## config.mk

```make
export PLATFORM = sky130hd
export DESIGN_NAME = beslat_top
export DESIGN_NICKNAME = d
export VERILOG_FILES = /design/src/shared/beslat_pkg.sv /design/src/rtl/beslat_top.sv
export VERILOG_INCLUDE_DIRS = /design/src /design/src/shared
export SDC_FILE = /design/constraint.sdc
export NUM_CORES = 2
export LEC_CHECK = 0
export BUFFER_PORTS_ARGS = -buffer_cell sky130_fd_sc_hd__clkbuf_2
export CAP_MARGIN = 25
export CORE_UTILIZATION = 47
export DETAILED_ROUTE_END_ITERATION = 7
export HOLD_SLACK_MARGIN = 0.12
export SETUP_SLACK_MARGIN = 0.4
export SLEW_MARGIN = 10
export SYNTH_ARGS = -nofsm -noshare
export SYNTH_HDL_FRONTEND = slang
export SYNTH_SLANG_ARGS = --single-unit
```

## constraint.sdc

```tcl
create_clock -name mclk -period 4.9 [get_ports mclk]
set_input_delay 1.225 -clock mclk [delete_from_list [all_inputs] [get_ports mclk]]
set_output_delay 1.225 -clock mclk [all_outputs]
set_load 0.01 [all_outputs]
```

## src/shared/beslat_map.svh

```systemverilog
// Address map, field positions, reset values and fixed limits of the bundle event status latches.
// Assumes the includer compares addresses against a 32-bit base.
`ifndef BESLAT_MAP_SVH
`define BESLAT_MAP_SVH

`define BESLAT_BASE_ADDR        32'h0001_2000
`define BESLAT_OFF_RX_STATUS    12'h000
`define BESLAT_OFF_TX_STATUS    12'h200
`define BESLAT_OFF_BUF_STATUS   12'h400
`define BESLAT_OFF_BUNDLE_CFG   12'h800
`define BESLAT_OFF_LOST_LIMIT   12'hA00
`define BESLAT_OFF_MAX_FRAME    12'hA04

`define BESLAT_RX_W             5
`define BESLAT_TX_W             5
`define BESLAT_BUF_W            1

`define BESLAT_RX_FRAME_CNT_BIT 4
`define BESLAT_RX_HDR_JUMP_BIT  3
`define BESLAT_RX_SN_OUT_BIT    2
`define BESLAT_RX_SN_IN_BIT     1
`define BESLAT_RX_PTR_LATE_BIT  0

`define BESLAT_TX_ABORT_BIT     4
`define BESLAT_TX_SHORT_BIT     3
`define BESLAT_TX_LONG_BIT      2
`define BESLAT_TX_ALIGN_BIT     1
`define BESLAT_TX_CRC_FRM_BIT   0

`define BESLAT_BUF_SHORTAGE_BIT 0

`define BESLAT_CFG_CAS_BIT      2

`define BESLAT_RX_RESET         5'h00
`define BESLAT_TX_RESET         5'h00
`define BESLAT_BUF_RESET        1'h0
`define BESLAT_CFG_RESET        3'h3
`define BESLAT_LOST_RESET       16'h0010
`define BESLAT_MAX_FRAME_RESET  16'h0600

`define BESLAT_HDLC_SN_WINDOW   17'h08000
`define BESLAT_MIN_FRAME_BYTES  13'h0004

`define BESLAT_RESP_OKAY        2'h0
`define BESLAT_RESP_SLVERR      2'h2

`endif

```

## src/shared/beslat_pkg.sv

```systemverilog
// Types shared by the bundle event status latches and their surroundings.
// Assumes bundle indices of six bits.
package beslat_pkg;

  typedef enum logic [1:0] {
    BESLAT_PT_AAL1,
    BESLAT_PT_HDLC,
    BESLAT_PT_SATOP,
    BESLAT_PT_NONE
  } beslat_ptype_t;

  typedef struct packed {
    logic        valid;
    logic [5:0]  bundle;
    logic        sn_check;
    logic [15:0] sn_delta;
    logic        hdr_err;
    logic        ptr_mismatch;
    logic        jb_no_space;
    logic        jb_overrun;
    logic        dup_or_late;
    logic        frame_count_err;
  } beslat_rx_evt_t;

  typedef struct packed {
    logic        valid;
    logic [5:0]  bundle;
    logic        frame_end;
    logic        abort;
    logic        crc_err;
    logic [15:0] bit_len;
    logic        framing_mismatch;
  } beslat_tx_evt_t;

  typedef struct packed {
    logic        valid;
    logic [5:0]  bundle;
  } beslat_buf_evt_t;

  typedef struct packed {
    logic        rx;
    logic        tx;
    logic        buf_tab;
    logic        cfg;
    logic        lost;
    logic        max_frame;
    logic [6:0]  idx;
  } beslat_dec_t;

endpackage : beslat_pkg

```

## src/rtl/beslat_top.sv

```systemverilog
// Per-bundle latched event status of the circuit_over_packet_engine, with AXI4-Lite access.
// Assumes event reports synchronous to mclk, one of each kind per cycle at most.
//
// Local design decision: register access over AXI4-Lite.
`timescale 1ns/10ps
`include "beslat_map.svh"

// What this block does
// - Structured-with-CAS SAToP/CESoPSN packet with wrong frame count sets rx bit 4.
// - AAL1 PDU with bad sequence number or header protection sets rx bit 3.
// - SAToP/CESoPSN packet ahead within window but no buffer space sets rx bit 3.
// - HDLC sequence error outside the 32768 window sets rx bit 2.
// - SAToP/CESoPSN/AAL1 repeated sequence or gap beyond limit: discard, rx bit 2.
// - AAL1 sequence error inside the configured lost-packet window sets rx bit 1.
// - HDLC sequence error inside the 32768 window sets rx bit 1.
// - SAToP/CESoPSN packet hitting jitter buffer overrun: discard, rx bit 1.
// - AAL1 PDU with structure pointer mismatch sets rx bit 0.
// - SAToP/CESoPSN duplicate or late packet: discard, rx bit 0.
// - HDLC frame from TDM ending in abort sets tx bit 4.
// - HDLC frame from TDM shorter than 4 bytes including CRC sets tx bit 3.
// - HDLC frame from TDM above configured maximum size sets tx bit 2.
// - HDLC frame from TDM not a whole number of bytes sets tx bit 1.
// - AAL1 or SAToP/CESoPSN frame or multiframe misalignment sets tx bit 0.
// - HDLC frame from TDM failing CRC sets tx bit 0.
// - Frames from TDM dropped for lack of transmit buffers set buffer bit 0.
// - Every status bit stays at 1 after its event until software clears it.
// - Writing 1 clears a status bit, writing 0 leaves it alone.
// - Tables sit at one common base, each register at its listed offset.
// - One register of each table exists for every bundle 0 to 63.
module beslat_top #(
  parameter int NUM_BUNDLES = 64,
  parameter int ADDR_W      = 18
) (
  input  wire logic                      mclk,
  input  wire logic                      reset,
  input  wire logic [ADDR_W-1:0]         s_axi_awaddr,
  input  wire logic [2:0]                s_axi_awprot,
  input  wire logic                      s_axi_awvalid,
  output logic                           s_axi_awready,
  input  wire logic [31:0]               s_axi_wdata,
  input  wire logic [3:0]                s_axi_wstrb,
  input  wire logic                      s_axi_wvalid,
  output logic                           s_axi_wready,
  output logic [1:0]                     s_axi_bresp,
  output logic                           s_axi_bvalid,
  input  wire logic                      s_axi_bready,
  input  wire logic [ADDR_W-1:0]         s_axi_araddr,
  input  wire logic [2:0]                s_axi_arprot,
  input  wire logic                      s_axi_arvalid,
  output logic                           s_axi_arready,
  output logic [31:0]                    s_axi_rdata,
  output logic [1:0]                     s_axi_rresp,
  output logic                           s_axi_rvalid,
  input  wire logic                      s_axi_rready,
  input  wire beslat_pkg::beslat_rx_evt_t  rx_evt,
  input  wire beslat_pkg::beslat_tx_evt_t  tx_evt,
  input  wire beslat_pkg::beslat_buf_evt_t buf_evt,
  output logic [NUM_BUNDLES-1:0]         rx_discard
);

  localparam int RX_W  = `BESLAT_RX_W;
  localparam int TX_W  = `BESLAT_TX_W;
  localparam logic [31:0] BASE = `BESLAT_BASE_ADDR;

  if (NUM_BUNDLES < 1 || NUM_BUNDLES > 64 || ADDR_W < 17 || ADDR_W > 32)
  begin : g_bad_param
    $error("beslat_top: NUM_BUNDLES must be 1..64 and ADDR_W 17..32");
  end

  // Address decode shared by both channels
  function automatic beslat_pkg::beslat_dec_t decode(input logic [ADDR_W-1:0] a);
    beslat_pkg::beslat_dec_t d;
    logic                    base_hit;
    logic [11:0]             off;
    logic                    idx_ok;
    d         = '0;
    base_hit  = (a[ADDR_W-1:12] == BASE[ADDR_W-1:12]);
    off       = {a[11:2], 2'b00};
    idx_ok    = (int'(off[8:2]) < NUM_BUNDLES);
    d.idx     = off[8:2];
    d.rx      = base_hit && idx_ok && (off[11:9] == `BESLAT_OFF_RX_STATUS >> 9);
    d.tx      = base_hit && idx_ok && (off[11:9] == `BESLAT_OFF_TX_STATUS >> 9);
    d.buf_tab = base_hit && idx_ok && (off[11:9] == `BESLAT_OFF_BUF_STATUS >> 9);
    d.cfg     = base_hit && idx_ok && (off[11:9] == `BESLAT_OFF_BUNDLE_CFG >> 9);
    d.lost      = base_hit && (off == `BESLAT_OFF_LOST_LIMIT);
    d.max_frame = base_hit && (off == `BESLAT_OFF_MAX_FRAME);
    return d;
  endfunction : decode

  // Status and configuration storage
  logic [NUM_BUNDLES-1:0][RX_W-1:0] rx_stat_reg;
  logic [NUM_BUNDLES-1:0][RX_W-1:0] rx_stat_next;
  logic [NUM_BUNDLES-1:0][TX_W-1:0] tx_stat_reg;
  logic [NUM_BUNDLES-1:0][TX_W-1:0] tx_stat_next;
  logic [NUM_BUNDLES-1:0]           buf_stat_reg;
  logic [NUM_BUNDLES-1:0]           buf_stat_next;
  logic [NUM_BUNDLES-1:0][2:0]      cfg_reg;
  logic [NUM_BUNDLES-1:0][2:0]      cfg_next;
  logic [15:0]                      lost_limit_reg;
  logic [15:0]                      max_frame_reg;
  logic [NUM_BUNDLES-1:0]           rx_discard_next;

  // Write and read channel state
  logic              aw_have_reg;
  logic [ADDR_W-1:0] aw_addr_reg;
  logic              w_have_reg;
  logic [31:0]       w_data_reg;
  logic [3:0]        w_strb_reg;
  logic              bvalid_reg;
  logic [1:0]        bresp_reg;
  logic              rvalid_reg;
  logic [31:0]       rdata_reg;
  logic [1:0]        rresp_reg;

  wire aw_take = s_axi_awvalid && s_axi_awready;
  wire w_take  = s_axi_wvalid && s_axi_wready;
  wire ar_take = s_axi_arvalid && s_axi_arready;
  wire wr_fire = aw_have_reg && w_have_reg && !bvalid_reg;

  assign s_axi_awready = !aw_have_reg && !bvalid_reg;
  assign s_axi_wready  = !w_have_reg && !bvalid_reg;
  assign s_axi_bvalid  = bvalid_reg;
  assign s_axi_bresp   = bresp_reg;
  assign s_axi_arready = !rvalid_reg;
  assign s_axi_rvalid  = rvalid_reg;
  assign s_axi_rdata   = rdata_reg;
  assign s_axi_rresp   = rresp_reg;

  wire beslat_pkg::beslat_dec_t wr_dec = decode(aw_addr_reg);
  wire beslat_pkg::beslat_dec_t rd_dec = decode(s_axi_araddr);
  wire wr_mapped = wr_dec.rx || wr_dec.tx || wr_dec.buf_tab || wr_dec.cfg ||
                   wr_dec.lost || wr_dec.max_frame;
  wire rd_mapped = rd_dec.rx || rd_dec.tx || rd_dec.buf_tab || rd_dec.cfg ||
                   rd_dec.lost || rd_dec.max_frame;

  // Only lane 0 holds status bits; upper bits are expected zero and ignored
  wire [7:0]  wr_lane0 = w_strb_reg[0] ? w_data_reg[7:0] : 8'h00;
  wire [15:0] wr_half  = {w_strb_reg[1] ? w_data_reg[15:8] : max_frame_reg[15:8],
                          w_strb_reg[0] ? w_data_reg[7:0] : max_frame_reg[7:0]};
  wire [15:0] wr_lost  = {w_strb_reg[1] ? w_data_reg[15:8] : lost_limit_reg[15:8],
                          w_strb_reg[0] ? w_data_reg[7:0] : lost_limit_reg[7:0]};

  // Receive event classification by payload type of the reporting bundle
  wire                      rx_in_range = (int'(rx_evt.bundle) < NUM_BUNDLES);
  wire [2:0]                rx_cfg      = rx_in_range ? cfg_reg[rx_evt.bundle] : `BESLAT_CFG_RESET;
  wire beslat_pkg::beslat_ptype_t rx_pt = beslat_pkg::beslat_ptype_t'(rx_cfg[1:0]);
  wire rx_aal1  = rx_evt.valid && rx_in_range && (rx_pt == beslat_pkg::BESLAT_PT_AAL1);
  wire rx_hdlc  = rx_evt.valid && rx_in_range && (rx_pt == beslat_pkg::BESLAT_PT_HDLC);
  wire rx_satop = rx_evt.valid && rx_in_range && (rx_pt == beslat_pkg::BESLAT_PT_SATOP);
  wire rx_cas   = rx_cfg[`BESLAT_CFG_CAS_BIT];

  // Delta is received minus expected; all ones means a repeat of the previous number
  wire sn_err     = rx_evt.sn_check && (rx_evt.sn_delta != 16'h0000);
  wire sn_repeat  = rx_evt.sn_check && (rx_evt.sn_delta == 16'hFFFF);
  wire sn_beyond  = sn_err && (rx_evt.sn_delta > lost_limit_reg);
  wire sn_ahead   = sn_err && !sn_beyond && !sn_repeat;
  wire hdlc_in    = sn_err && ({1'b0, rx_evt.sn_delta} < `BESLAT_HDLC_SN_WINDOW);

  wire set_frame_cnt  = rx_satop && rx_cas && rx_evt.frame_count_err;
  wire set_aal1_hdr   = rx_aal1 && rx_evt.hdr_err;
  wire set_satop_jump = rx_satop && sn_ahead && rx_evt.jb_no_space;
  wire set_hdlc_out   = rx_hdlc && sn_err && !hdlc_in;
  wire set_sn_out     = (rx_satop || rx_aal1) && (sn_repeat || sn_beyond);
  wire set_aal1_in    = rx_aal1 && sn_ahead;
  wire set_hdlc_in    = rx_hdlc && hdlc_in;
  wire set_overrun    = rx_satop && rx_evt.jb_overrun;
  wire set_ptr        = rx_aal1 && rx_evt.ptr_mismatch;
  wire set_late       = rx_satop && rx_evt.dup_or_late;

  wire [RX_W-1:0] rx_set_vec = {
    set_frame_cnt,
    set_aal1_hdr || set_satop_jump,
    set_hdlc_out || set_sn_out,
    set_aal1_in || set_hdlc_in || set_overrun,
    set_ptr || set_late
  };
  // Discard strobe covers the cases where the packet is thrown away
  wire rx_drop = set_sn_out || set_overrun || set_late;

  // Transmit event classification
  wire                      tx_in_range = (int'(tx_evt.bundle) < NUM_BUNDLES);
  wire [2:0]                tx_cfg      = tx_in_range ? cfg_reg[tx_evt.bundle] : `BESLAT_CFG_RESET;
  wire beslat_pkg::beslat_ptype_t tx_pt = beslat_pkg::beslat_ptype_t'(tx_cfg[1:0]);
  wire tx_ok      = tx_evt.valid && tx_in_range;
  wire tx_hdlc_fe = tx_ok && (tx_pt == beslat_pkg::BESLAT_PT_HDLC) && tx_evt.frame_end;
  wire tx_framed  = tx_ok && ((tx_pt == beslat_pkg::BESLAT_PT_AAL1) ||
                              (tx_pt == beslat_pkg::BESLAT_PT_SATOP));
  wire [12:0] tx_bytes = tx_evt.bit_len[15:3];

  wire set_abort = tx_hdlc_fe && tx_evt.abort;
  wire set_short = tx_hdlc_fe && (tx_bytes < `BESLAT_MIN_FRAME_BYTES);
  wire set_long  = tx_hdlc_fe && ({3'b000, tx_bytes} > max_frame_reg);
  wire set_align = tx_hdlc_fe && (tx_evt.bit_len[2:0] != 3'h0);
  wire set_frm   = tx_framed && tx_evt.framing_mismatch;
  wire set_crc   = tx_hdlc_fe && tx_evt.crc_err;

  wire [TX_W-1:0] tx_set_vec = {set_abort, set_short, set_long, set_align, set_frm || set_crc};

  wire buf_ok = buf_evt.valid && (int'(buf_evt.bundle) < NUM_BUNDLES);

  // Per-bundle latch update; set wins over a clear in the same cycle
  for (genvar b = 0; b < NUM_BUNDLES; b++)
  begin : g_bundle
    wire            wr_here = wr_fire && (wr_dec.idx == 7'(b));
    wire [RX_W-1:0] rx_clr  = (wr_here && wr_dec.rx) ? wr_lane0[RX_W-1:0] : '0;
    wire [TX_W-1:0] tx_clr  = (wr_here && wr_dec.tx) ? wr_lane0[TX_W-1:0] : '0;
    wire            bf_clr  = wr_here && wr_dec.buf_tab && wr_lane0[`BESLAT_BUF_SHORTAGE_BIT];
    wire            rx_hit  = rx_evt.bundle == 6'(b);
    wire            tx_hit  = tx_evt.bundle == 6'(b);
    wire [RX_W-1:0] rx_set  = rx_hit ? rx_set_vec : '0;
    wire [TX_W-1:0] tx_set  = tx_hit ? tx_set_vec : '0;
    wire            bf_set  = buf_ok && (buf_evt.bundle == 6'(b));
    assign rx_stat_next[b]  = (rx_stat_reg[b] & ~rx_clr) | rx_set;
    assign tx_stat_next[b]  = (tx_stat_reg[b] & ~tx_clr) | tx_set;
    assign buf_stat_next[b] = (buf_stat_reg[b] & ~bf_clr) | bf_set;
    assign cfg_next[b]      = (wr_here && wr_dec.cfg && w_strb_reg[0]) ?
                              w_data_reg[2:0] : cfg_reg[b];
    assign rx_discard_next[b] = rx_drop && rx_hit;
  end

  always_ff @(posedge mclk)
  begin
    if (reset)
    begin
      rx_stat_reg  <= {NUM_BUNDLES{`BESLAT_RX_RESET}};
      tx_stat_reg  <= {NUM_BUNDLES{`BESLAT_TX_RESET}};
      buf_stat_reg <= {NUM_BUNDLES{`BESLAT_BUF_RESET}};
      cfg_reg      <= {NUM_BUNDLES{`BESLAT_CFG_RESET}};
      rx_discard   <= '0;
    end
    else
    begin
      rx_stat_reg  <= rx_stat_next;
      tx_stat_reg  <= tx_stat_next;
      buf_stat_reg <= buf_stat_next;
      cfg_reg      <= cfg_next;
      rx_discard   <= rx_discard_next;
    end
  end

  always_ff @(posedge mclk)
  begin
    if (reset)
    begin
      lost_limit_reg <= `BESLAT_LOST_RESET;
      max_frame_reg  <= `BESLAT_MAX_FRAME_RESET;
    end
    else if (wr_fire)
    begin
      if (wr_dec.lost)
        lost_limit_reg <= wr_lost;
      if (wr_dec.max_frame)
        max_frame_reg <= wr_half;
    end
  end

  // Write address and data may come in either order; the response waits for both
  always_ff @(posedge mclk)
  begin
    if (reset)
    begin
      aw_have_reg <= 1'b0;
      aw_addr_reg <= '0;
      w_have_reg  <= 1'b0;
      w_data_reg  <= 32'h0000_0000;
      w_strb_reg  <= 4'h0;
      bvalid_reg  <= 1'b0;
      bresp_reg   <= `BESLAT_RESP_OKAY;
    end
    else
    begin
      if (aw_take)
      begin
        aw_have_reg <= 1'b1;
        aw_addr_reg <= s_axi_awaddr;
      end
      if (w_take)
      begin
        w_have_reg <= 1'b1;
        w_data_reg <= s_axi_wdata;
        w_strb_reg <= s_axi_wstrb;
      end
      if (wr_fire)
      begin
        aw_have_reg <= 1'b0;
        w_have_reg  <= 1'b0;
        bvalid_reg  <= 1'b1;
        bresp_reg   <= wr_mapped ? `BESLAT_RESP_OKAY : `BESLAT_RESP_SLVERR;
      end
      else if (bvalid_reg && s_axi_bready)
        bvalid_reg <= 1'b0;
    end
  end

  // Read mux; unmapped addresses answer zero with a slave error
  wire [5:0]  rd_i    = rd_dec.idx[5:0];
  wire [31:0] rd_word =
    rd_dec.rx        ? {27'h0, rx_stat_reg[rd_i]} :
    rd_dec.tx        ? {27'h0, tx_stat_reg[rd_i]} :
    rd_dec.buf_tab   ? {31'h0, buf_stat_reg[rd_i]} :
    rd_dec.cfg       ? {29'h0, cfg_reg[rd_i]} :
    rd_dec.lost      ? {16'h0, lost_limit_reg} :
    rd_dec.max_frame ? {16'h0, max_frame_reg} : 32'h0000_0000;

  always_ff @(posedge mclk)
  begin
    if (reset)
    begin
      rvalid_reg <= 1'b0;
      rdata_reg  <= 32'h0000_0000;
      rresp_reg  <= `BESLAT_RESP_OKAY;
    end
    else if (ar_take)
    begin
      rvalid_reg <= 1'b1;
      rdata_reg  <= rd_word;
      rresp_reg  <= rd_mapped ? `BESLAT_RESP_OKAY : `BESLAT_RESP_SLVERR;
    end
    else if (rvalid_reg && s_axi_rready)
      rvalid_reg <= 1'b0;
  end

endmodule : beslat_top

```

; Yosys cells after proc, flatten, opt, wreduce, memory -nomap -nowiden
; Cells that the tools add are included.
; W data, S select, Z words.
[op_classes]
n_lt_le_gt_ge = 9
n_eq_ne = 269
mux = 281
bitwise_logic = 576
reduce_logical = 675
[ops]
columns = operator, n
row1 = $mux W5, 259
row2 = $and A5 B5 Y5, 128
row3 = $not A5 Y5, 128
row4 = $or A5 B5 Y5, 128
row5 = $logic_and A1 B1 Y1, 630
row6 = $eq A6 B6 Y1 const B, 96
row7 = $eq A6 B5 Y1 const B, 50
row8 = $eq A7 B6 Y1 const B, 32
row9 = $eq A6 B4 Y1 const B, 24
row10 = $eq A7 B5 Y1 const B, 16
row11 = $mux W16, 6
row12 = $eq A6 B3 Y1 const B, 12
row13 = $and A1 B1 Y1, 64
row14 = $not A1 Y1, 64
row15 = $or A1 B1 Y1, 64
row16 = $bmux W5 S6, 2
row17 = $eq A7 B4 Y1 const B, 8
row18 = $bmux W3 S6, 3
row19 = $eq A10 B10 Y1 const B, 4
row20 = $eq A6 B2 Y1 const B, 6
row21 = $eq A7 B3 Y1 const B, 4
row22 = $logic_or A1 B1 Y1, 21
row23 = $lt A6 B7 Y1 const B, 3
row24 = $eq A6 B1 Y1 const B, 3
row25 = 27 further kinds, 55
[totals]
register_bits = 1068
in_bits = 149
out_inout_bits = 105
word_cells = 2018

; Logic depth before layout (Yosys ltp)
[depth]
depth_word = 11
mapped_depth = 12
depth_no_buf = 9

; Least setup slack after synthesis
; OpenSTA, ideal clock, no wires.
[synth_timing]
path_kind = input to register
from = in rx_evt[24] in the netlist's numbering
to = reg rx_stat_reg[104] in the netlist's numbering
setup_time_ns = 0.125
arrival_time_ns = 4.024
t_required_ns = 4.775
setup_slack_ns = 0.751
path_stages = 10
n_path_buf = 5
cell_sequence = buf_2 -> buf_2 -> buf_2 -> clkbuf_1 -> mux4_2 -> mux4_2 -> mux4_2 -> nand4_2 -> clkbuf_1 -> o21ai_0
[synth_between]
elab_chain_cells = 8
elab_cells_between_ends = 9
classes_between = eq/ne: 2 / mux: 3 / bitwise: 1 / reduce/logical: 3
[synth_lines]
columns = element, line_no
row1 = from (decl), beslat_top.sv:55  ; input wire beslat_pkg::beslat_rx_evt_t rx_evt,
row2 = $bmux W3 S6, beslat_top.sv:145  ; wire [2:0] rx_cfg = rx_in_range ? cfg_reg[rx_evt.bundle] : `BESLAT_CFG_RESET;
row3 = $mux W3 (implied by the code), beslat_top.sv:145
row4 = $eq A2 B2 Y1, beslat_top.sv:149  ; wire rx_satop = rx_evt.valid && rx_in_range && (rx_pt == beslat_pkg::BESLAT_PT_SATOP);
row5 = $logic_and A1 B1 Y1, beslat_top.sv:149
row6 = $logic_and A1 B1 Y1 (2 in series), beslat_top.sv:159  ; wire set_frame_cnt = rx_satop && rx_cas && rx_evt.frame_count_err;
row7 = $mux W5 *, beslat_top.sv:210  ; wire [RX_W-1:0] rx_set = rx_hit ? rx_set_vec : '0;
row8 = $or A5 B5 Y5 *, beslat_top.sv:213  ; assign rx_stat_next[b] = (rx_stat_reg[b] & ~rx_clr) | rx_set;
row9 = to (signal assigned), beslat_top.sv:225  ; rx_stat_reg <= {NUM_BUNDLES{`BESLAT_RX_RESET}};
row10 = to (signal assigned), beslat_top.sv:233  ; rx_stat_reg <= rx_stat_next;
row11 = to (decl), beslat_top.sv:91  ; logic [NUM_BUNDLES-1:0][RX_W-1:0] rx_stat_reg;
; Mark *: on every way between the ends. The rest lies on a longest branch, timed or not. The select of a mux whose other input is x is not followed.
; A chain may end at the register's enable or synchronous reset.

; Worst setup path after layout
[layout_timing]
from = in tx_evt[20] in the netlist's numbering
to = reg tx_stat_reg[93] in the netlist's numbering
[layout_between]
elab_chain_cells = 8
elab_cells_between_ends = 9
classes_between = eq/ne: 2 / mux: 3 / bitwise: 1 / reduce/logical: 3
[layout_lines]
columns = element, line_no
row1 = from (decl), beslat_top.sv:56  ; input wire beslat_pkg::beslat_tx_evt_t tx_evt,
row2 = $bmux W3 S6, beslat_top.sv:182  ; wire [2:0] tx_cfg = tx_in_range ? cfg_reg[tx_evt.bundle] : `BESLAT_CFG_RESET;
row3 = $mux W2 (implied by the code), beslat_top.sv:182
row4 = $eq A2 B1 Y1, beslat_top.sv:185  ; wire tx_hdlc_fe = tx_ok && (tx_pt == beslat_pkg::BESLAT_PT_HDLC) && tx_evt.frame_end;
row5 = $logic_and A1 B1 Y1 (2 in series), beslat_top.sv:185
row6 = $logic_and A1 B1 Y1, beslat_top.sv:191  ; wire set_short = tx_hdlc_fe && (tx_bytes < `BESLAT_MIN_FRAME_BYTES);
row7 = $mux W5 *, beslat_top.sv:211  ; wire [TX_W-1:0] tx_set = tx_hit ? tx_set_vec : '0;
row8 = $or A5 B5 Y5 *, beslat_top.sv:214  ; assign tx_stat_next[b] = (tx_stat_reg[b] & ~tx_clr) | tx_set;
row9 = to (signal assigned), beslat_top.sv:226  ; tx_stat_reg <= {NUM_BUNDLES{`BESLAT_TX_RESET}};
row10 = to (signal assigned), beslat_top.sv:234  ; tx_stat_reg <= tx_stat_next;
row11 = to (decl), beslat_top.sv:93  ; logic [NUM_BUNDLES-1:0][TX_W-1:0] tx_stat_reg;
; Marks and branches as above.

==> flow_metrics.py <==
metrics = {
    "cells_and_area": {
        "drive_above_1_share_pct": 16.6,
        "utilization_pct": 54.4,
        "nNetsFinal": 6301,
        "area_growth_syn_to_layout_pct": 14.0,
        "n_fill_cell": 10300,
        "fin_area_mm2": 0.0605,
    },
    "cts": {
        "cts_resized": 0,
        "cts_root_buf": "clkbuf_16",
        "cts_hold_buffers": 0,
        "clkTransAtPathRegs_ns": 0.06,
        "cts_setup_buffers": 0,
        "cts_buffer_depth": 3,
        "cts_tree": "yes",
        "cts_buffers": 115,
        "clock_latency_ns": 0.74,
        "htreeDepth": 3,
        "cts_num_sinks": 1048,
    },
    "sta": {
        "slew_headroom_pct": 18.6,
        "worst_hold_slack_ns": 0.452,
        "fin_worst_skew_ns": 0.0371,
        "setup_ws_ns": 0.651,
        "hold_violations": 0,
        "finalSetupViolations": 0,
        "fmax_ghz": 0.235,
        "worstMarginPinSlew_ns": 1.22,
        "min_period_over_period_pct": 86.7,
        "period_needed_ns": 4.25,
        "fin_tns_setup_ns": 0,
        "drv_slew": 0,
        "rsz0062_at_grt": "false",
    },
    "detailed_routing": {
        "postRouteAntennaNets": 0,
        "wl_per_cell_um": 27.9,
        "firstDrtPassIters": 7,
        "viasPerCell": 6.43,
        "via_count": 49600,
        "drt_first_iter_violations": 6830,
        "drc_errors": 0,
        "wl_um": 215000,
    },
    "die": {
        "initial_core_util_pct": 47.7,
        "die_w_um": 338,
        "fp.dieH_um": 338,
        "io_pins": 254,
        "core_area_mm2": 0.111,
        "dieArea_mm2": 0.114,
        "rows": 122,
    },
    "critical_path": {
        "end_kind": "register",
        "timing.rr.end": "cfg_reg[99]",
        "cp_max_fo": 36,
        "critPathKind": "primary input to register",
        "critPathRequiredTime_ns": 5.54,
        "r2r-start": "s_axi_bvalid",
        "critical_path.endpoint": "tx_stat_reg[93]",
        "cp-start-kind": "primary input",
        "crit_start": "tx_evt[20]",
        "r2r_slack_ns": 1.13,
        "reg2regPathDepth": 7,
        "timing.critical_path.arrival_ns": 4.89,
    },
    "global_route": {
        "grt_usage_pct": 36.6,
        "grt-ovfl-total": 0,
        "antenna_found_initial": 3,
        "grt_pass1_vias": 46300,
        "grt_pass1_wl_um": 315000,
        "grt_max_degree": 217,
    },
    "yosys": {
        "synth-adder-area-share_pct": 0.683,
        "synth_seq_cells": 1048,
        "yosys.cell_types.count": 69,
        "synth_compound_area_share_pct": 18.2,
        "postSynth.asyncResetShare_pct": 0,
        "synth_top_family_by_area": "simple AND/OR/NAND/NOR gates",
        "post_synth_instance_area_mm2": 0.0531,
        "yosys.area_share.simple_pct": 21.2,
        "ys_seq_area_share_pct": 39.5,
        "ys_warn_count": 0,
        "postSynthCellCount": 6081,
        "synthXorXnorAreaFrac_pct": 0,
        "synthFlopType": "dfxtp_1",
        "synthMuxAreaShare_pct": 15.9,
        "synth_edf_count": 0,
        "syn_avg_cell_area_um2": 8.73,
    },
    "placed_design": {
        "gp_congestion": 0.992,
        "dp_slack_ns": 0.0426,
        "port_buffers": 207,
        "postPlaceCellArea_mm2": 0.0564,
        "hpwlAfterDp_um": 151000,
    },
    "run": {
        "cap_viol_max_count": 0,
    },
    "power_and_ir_drop": {
        "power-per-cell-area_mw_per_mm2": 319,
        "ir_worst_vdd_mv": 0.307,
        "p_leak_nw": 20.6,
    },
    "min_path": {
        "holdCritPathClass": "register to register",
        "hold_depth": 2,
    },
    "status": {
        "status": "finished, final reports clean",
    },
}
[how the worst min path moves through the flow]
stage / start / to
after detailed placement: lost_limit_reg[3] / lost_limit_reg[3]
after CTS: lost_limit_reg[3] / lost_limit_reg[3]
after global placement: lost_limit_reg[3] / lost_limit_reg[3]
after global routing: s_axi_rdata[7] / s_axi_rdata[7]
after floorplan: aw_addr_reg[15] / aw_addr_reg[15]
final: s_axi_rdata[9] / s_axi_rdata[9]
[cells by family (layout without fill, tap and decap cells)]
| family | Yosys count | after routing |
|---|---|---|
| muxes | 420 | 420 |
| DFF | 1048 | 1048 |
| AOI/OAI and AO/OA | 1718 | 1718 |
| adders and majority gates | 29 | 29 |
| other | 1 | 20 |
| and+or+nand+nor | 2275 | 2275 |
| buffers and inverters | 590 | 716 |
[stage by stage]
stage          total power (W)  cells
2_1_floorplan          0.00956   6098
3_5_place_dp            0.0101   7489
5_1_grt                 0.0198   7712
6_report                0.0193   7714
4_1_cts                 0.0193   7707
3_3_place_gp            0.0101   7482
[critical path, cell delays in order]
cell and delay (ns):
clkbuf_2 0.10, buf_12 0.21, mux4_2 0.52, mux2i_1 0.29, o311ai_0 0.16, or3_1 0.41
nor4_4 0.91, nand4_4 0.48, buf_12 0.33, o21ai_0 0.18
[metal layers]
layer	global-route usage, %	wire length, µm
met1	49.2	84600
met2	54.0	92400
met3	9.50	25600
met4	19.1	12500
met5	0	0
[cell type report]
cell class	count	area [µm²]	share of cell area [%]
antenna	2	5.00	0.00827
clock buffer	172	3450	5.70
clock inverter	46	624	1.03
inverter	70	263	0.434
multi-input combinational	4460	30100	49.7
sequential	1048	21000	34.7
tap	1488	1860	3.08
timing repair buffer	428	3290	5.43
[where the power goes]
part	internal (W)	switching [W]
registers	0.00856	0.0000455
logic	0.000403	0.000989
clock network	0.00550	0.00384
total	0.0145	0.00487
[synthesized netlist by cell type, types with 73 or more instances]
master	instances	share of area (%)
a211o_1	100	1.6
nor2b_1	489	5.8
nand3b_1	152	2.1
nand2_1	885	6.3
mux4_2	340	14
clkbuf_1	399	2.8
dfxtp_1	1048	40
a21oi_1	245	2.3
mux2i_1	73	1.4
nor2_1	369	2.6
o21ai_0	1145	11
and3_1	103	1.2
[cells in the final DEF, fill, tap and decap left out, drive strengths merged, types with 73 or more instances in the layout]
cell type / count
o21ai: 1145
nand3b: 152
mux2i: 73
a21oi: 245
nor2b: 489
buf: 227
clkbuf: 372
nor2: 369
dfxtp: 1048
inv: 74
and3: 103
mux4: 340
nand2: 885
a211o: 100
(Power assumes the default switching activity.)
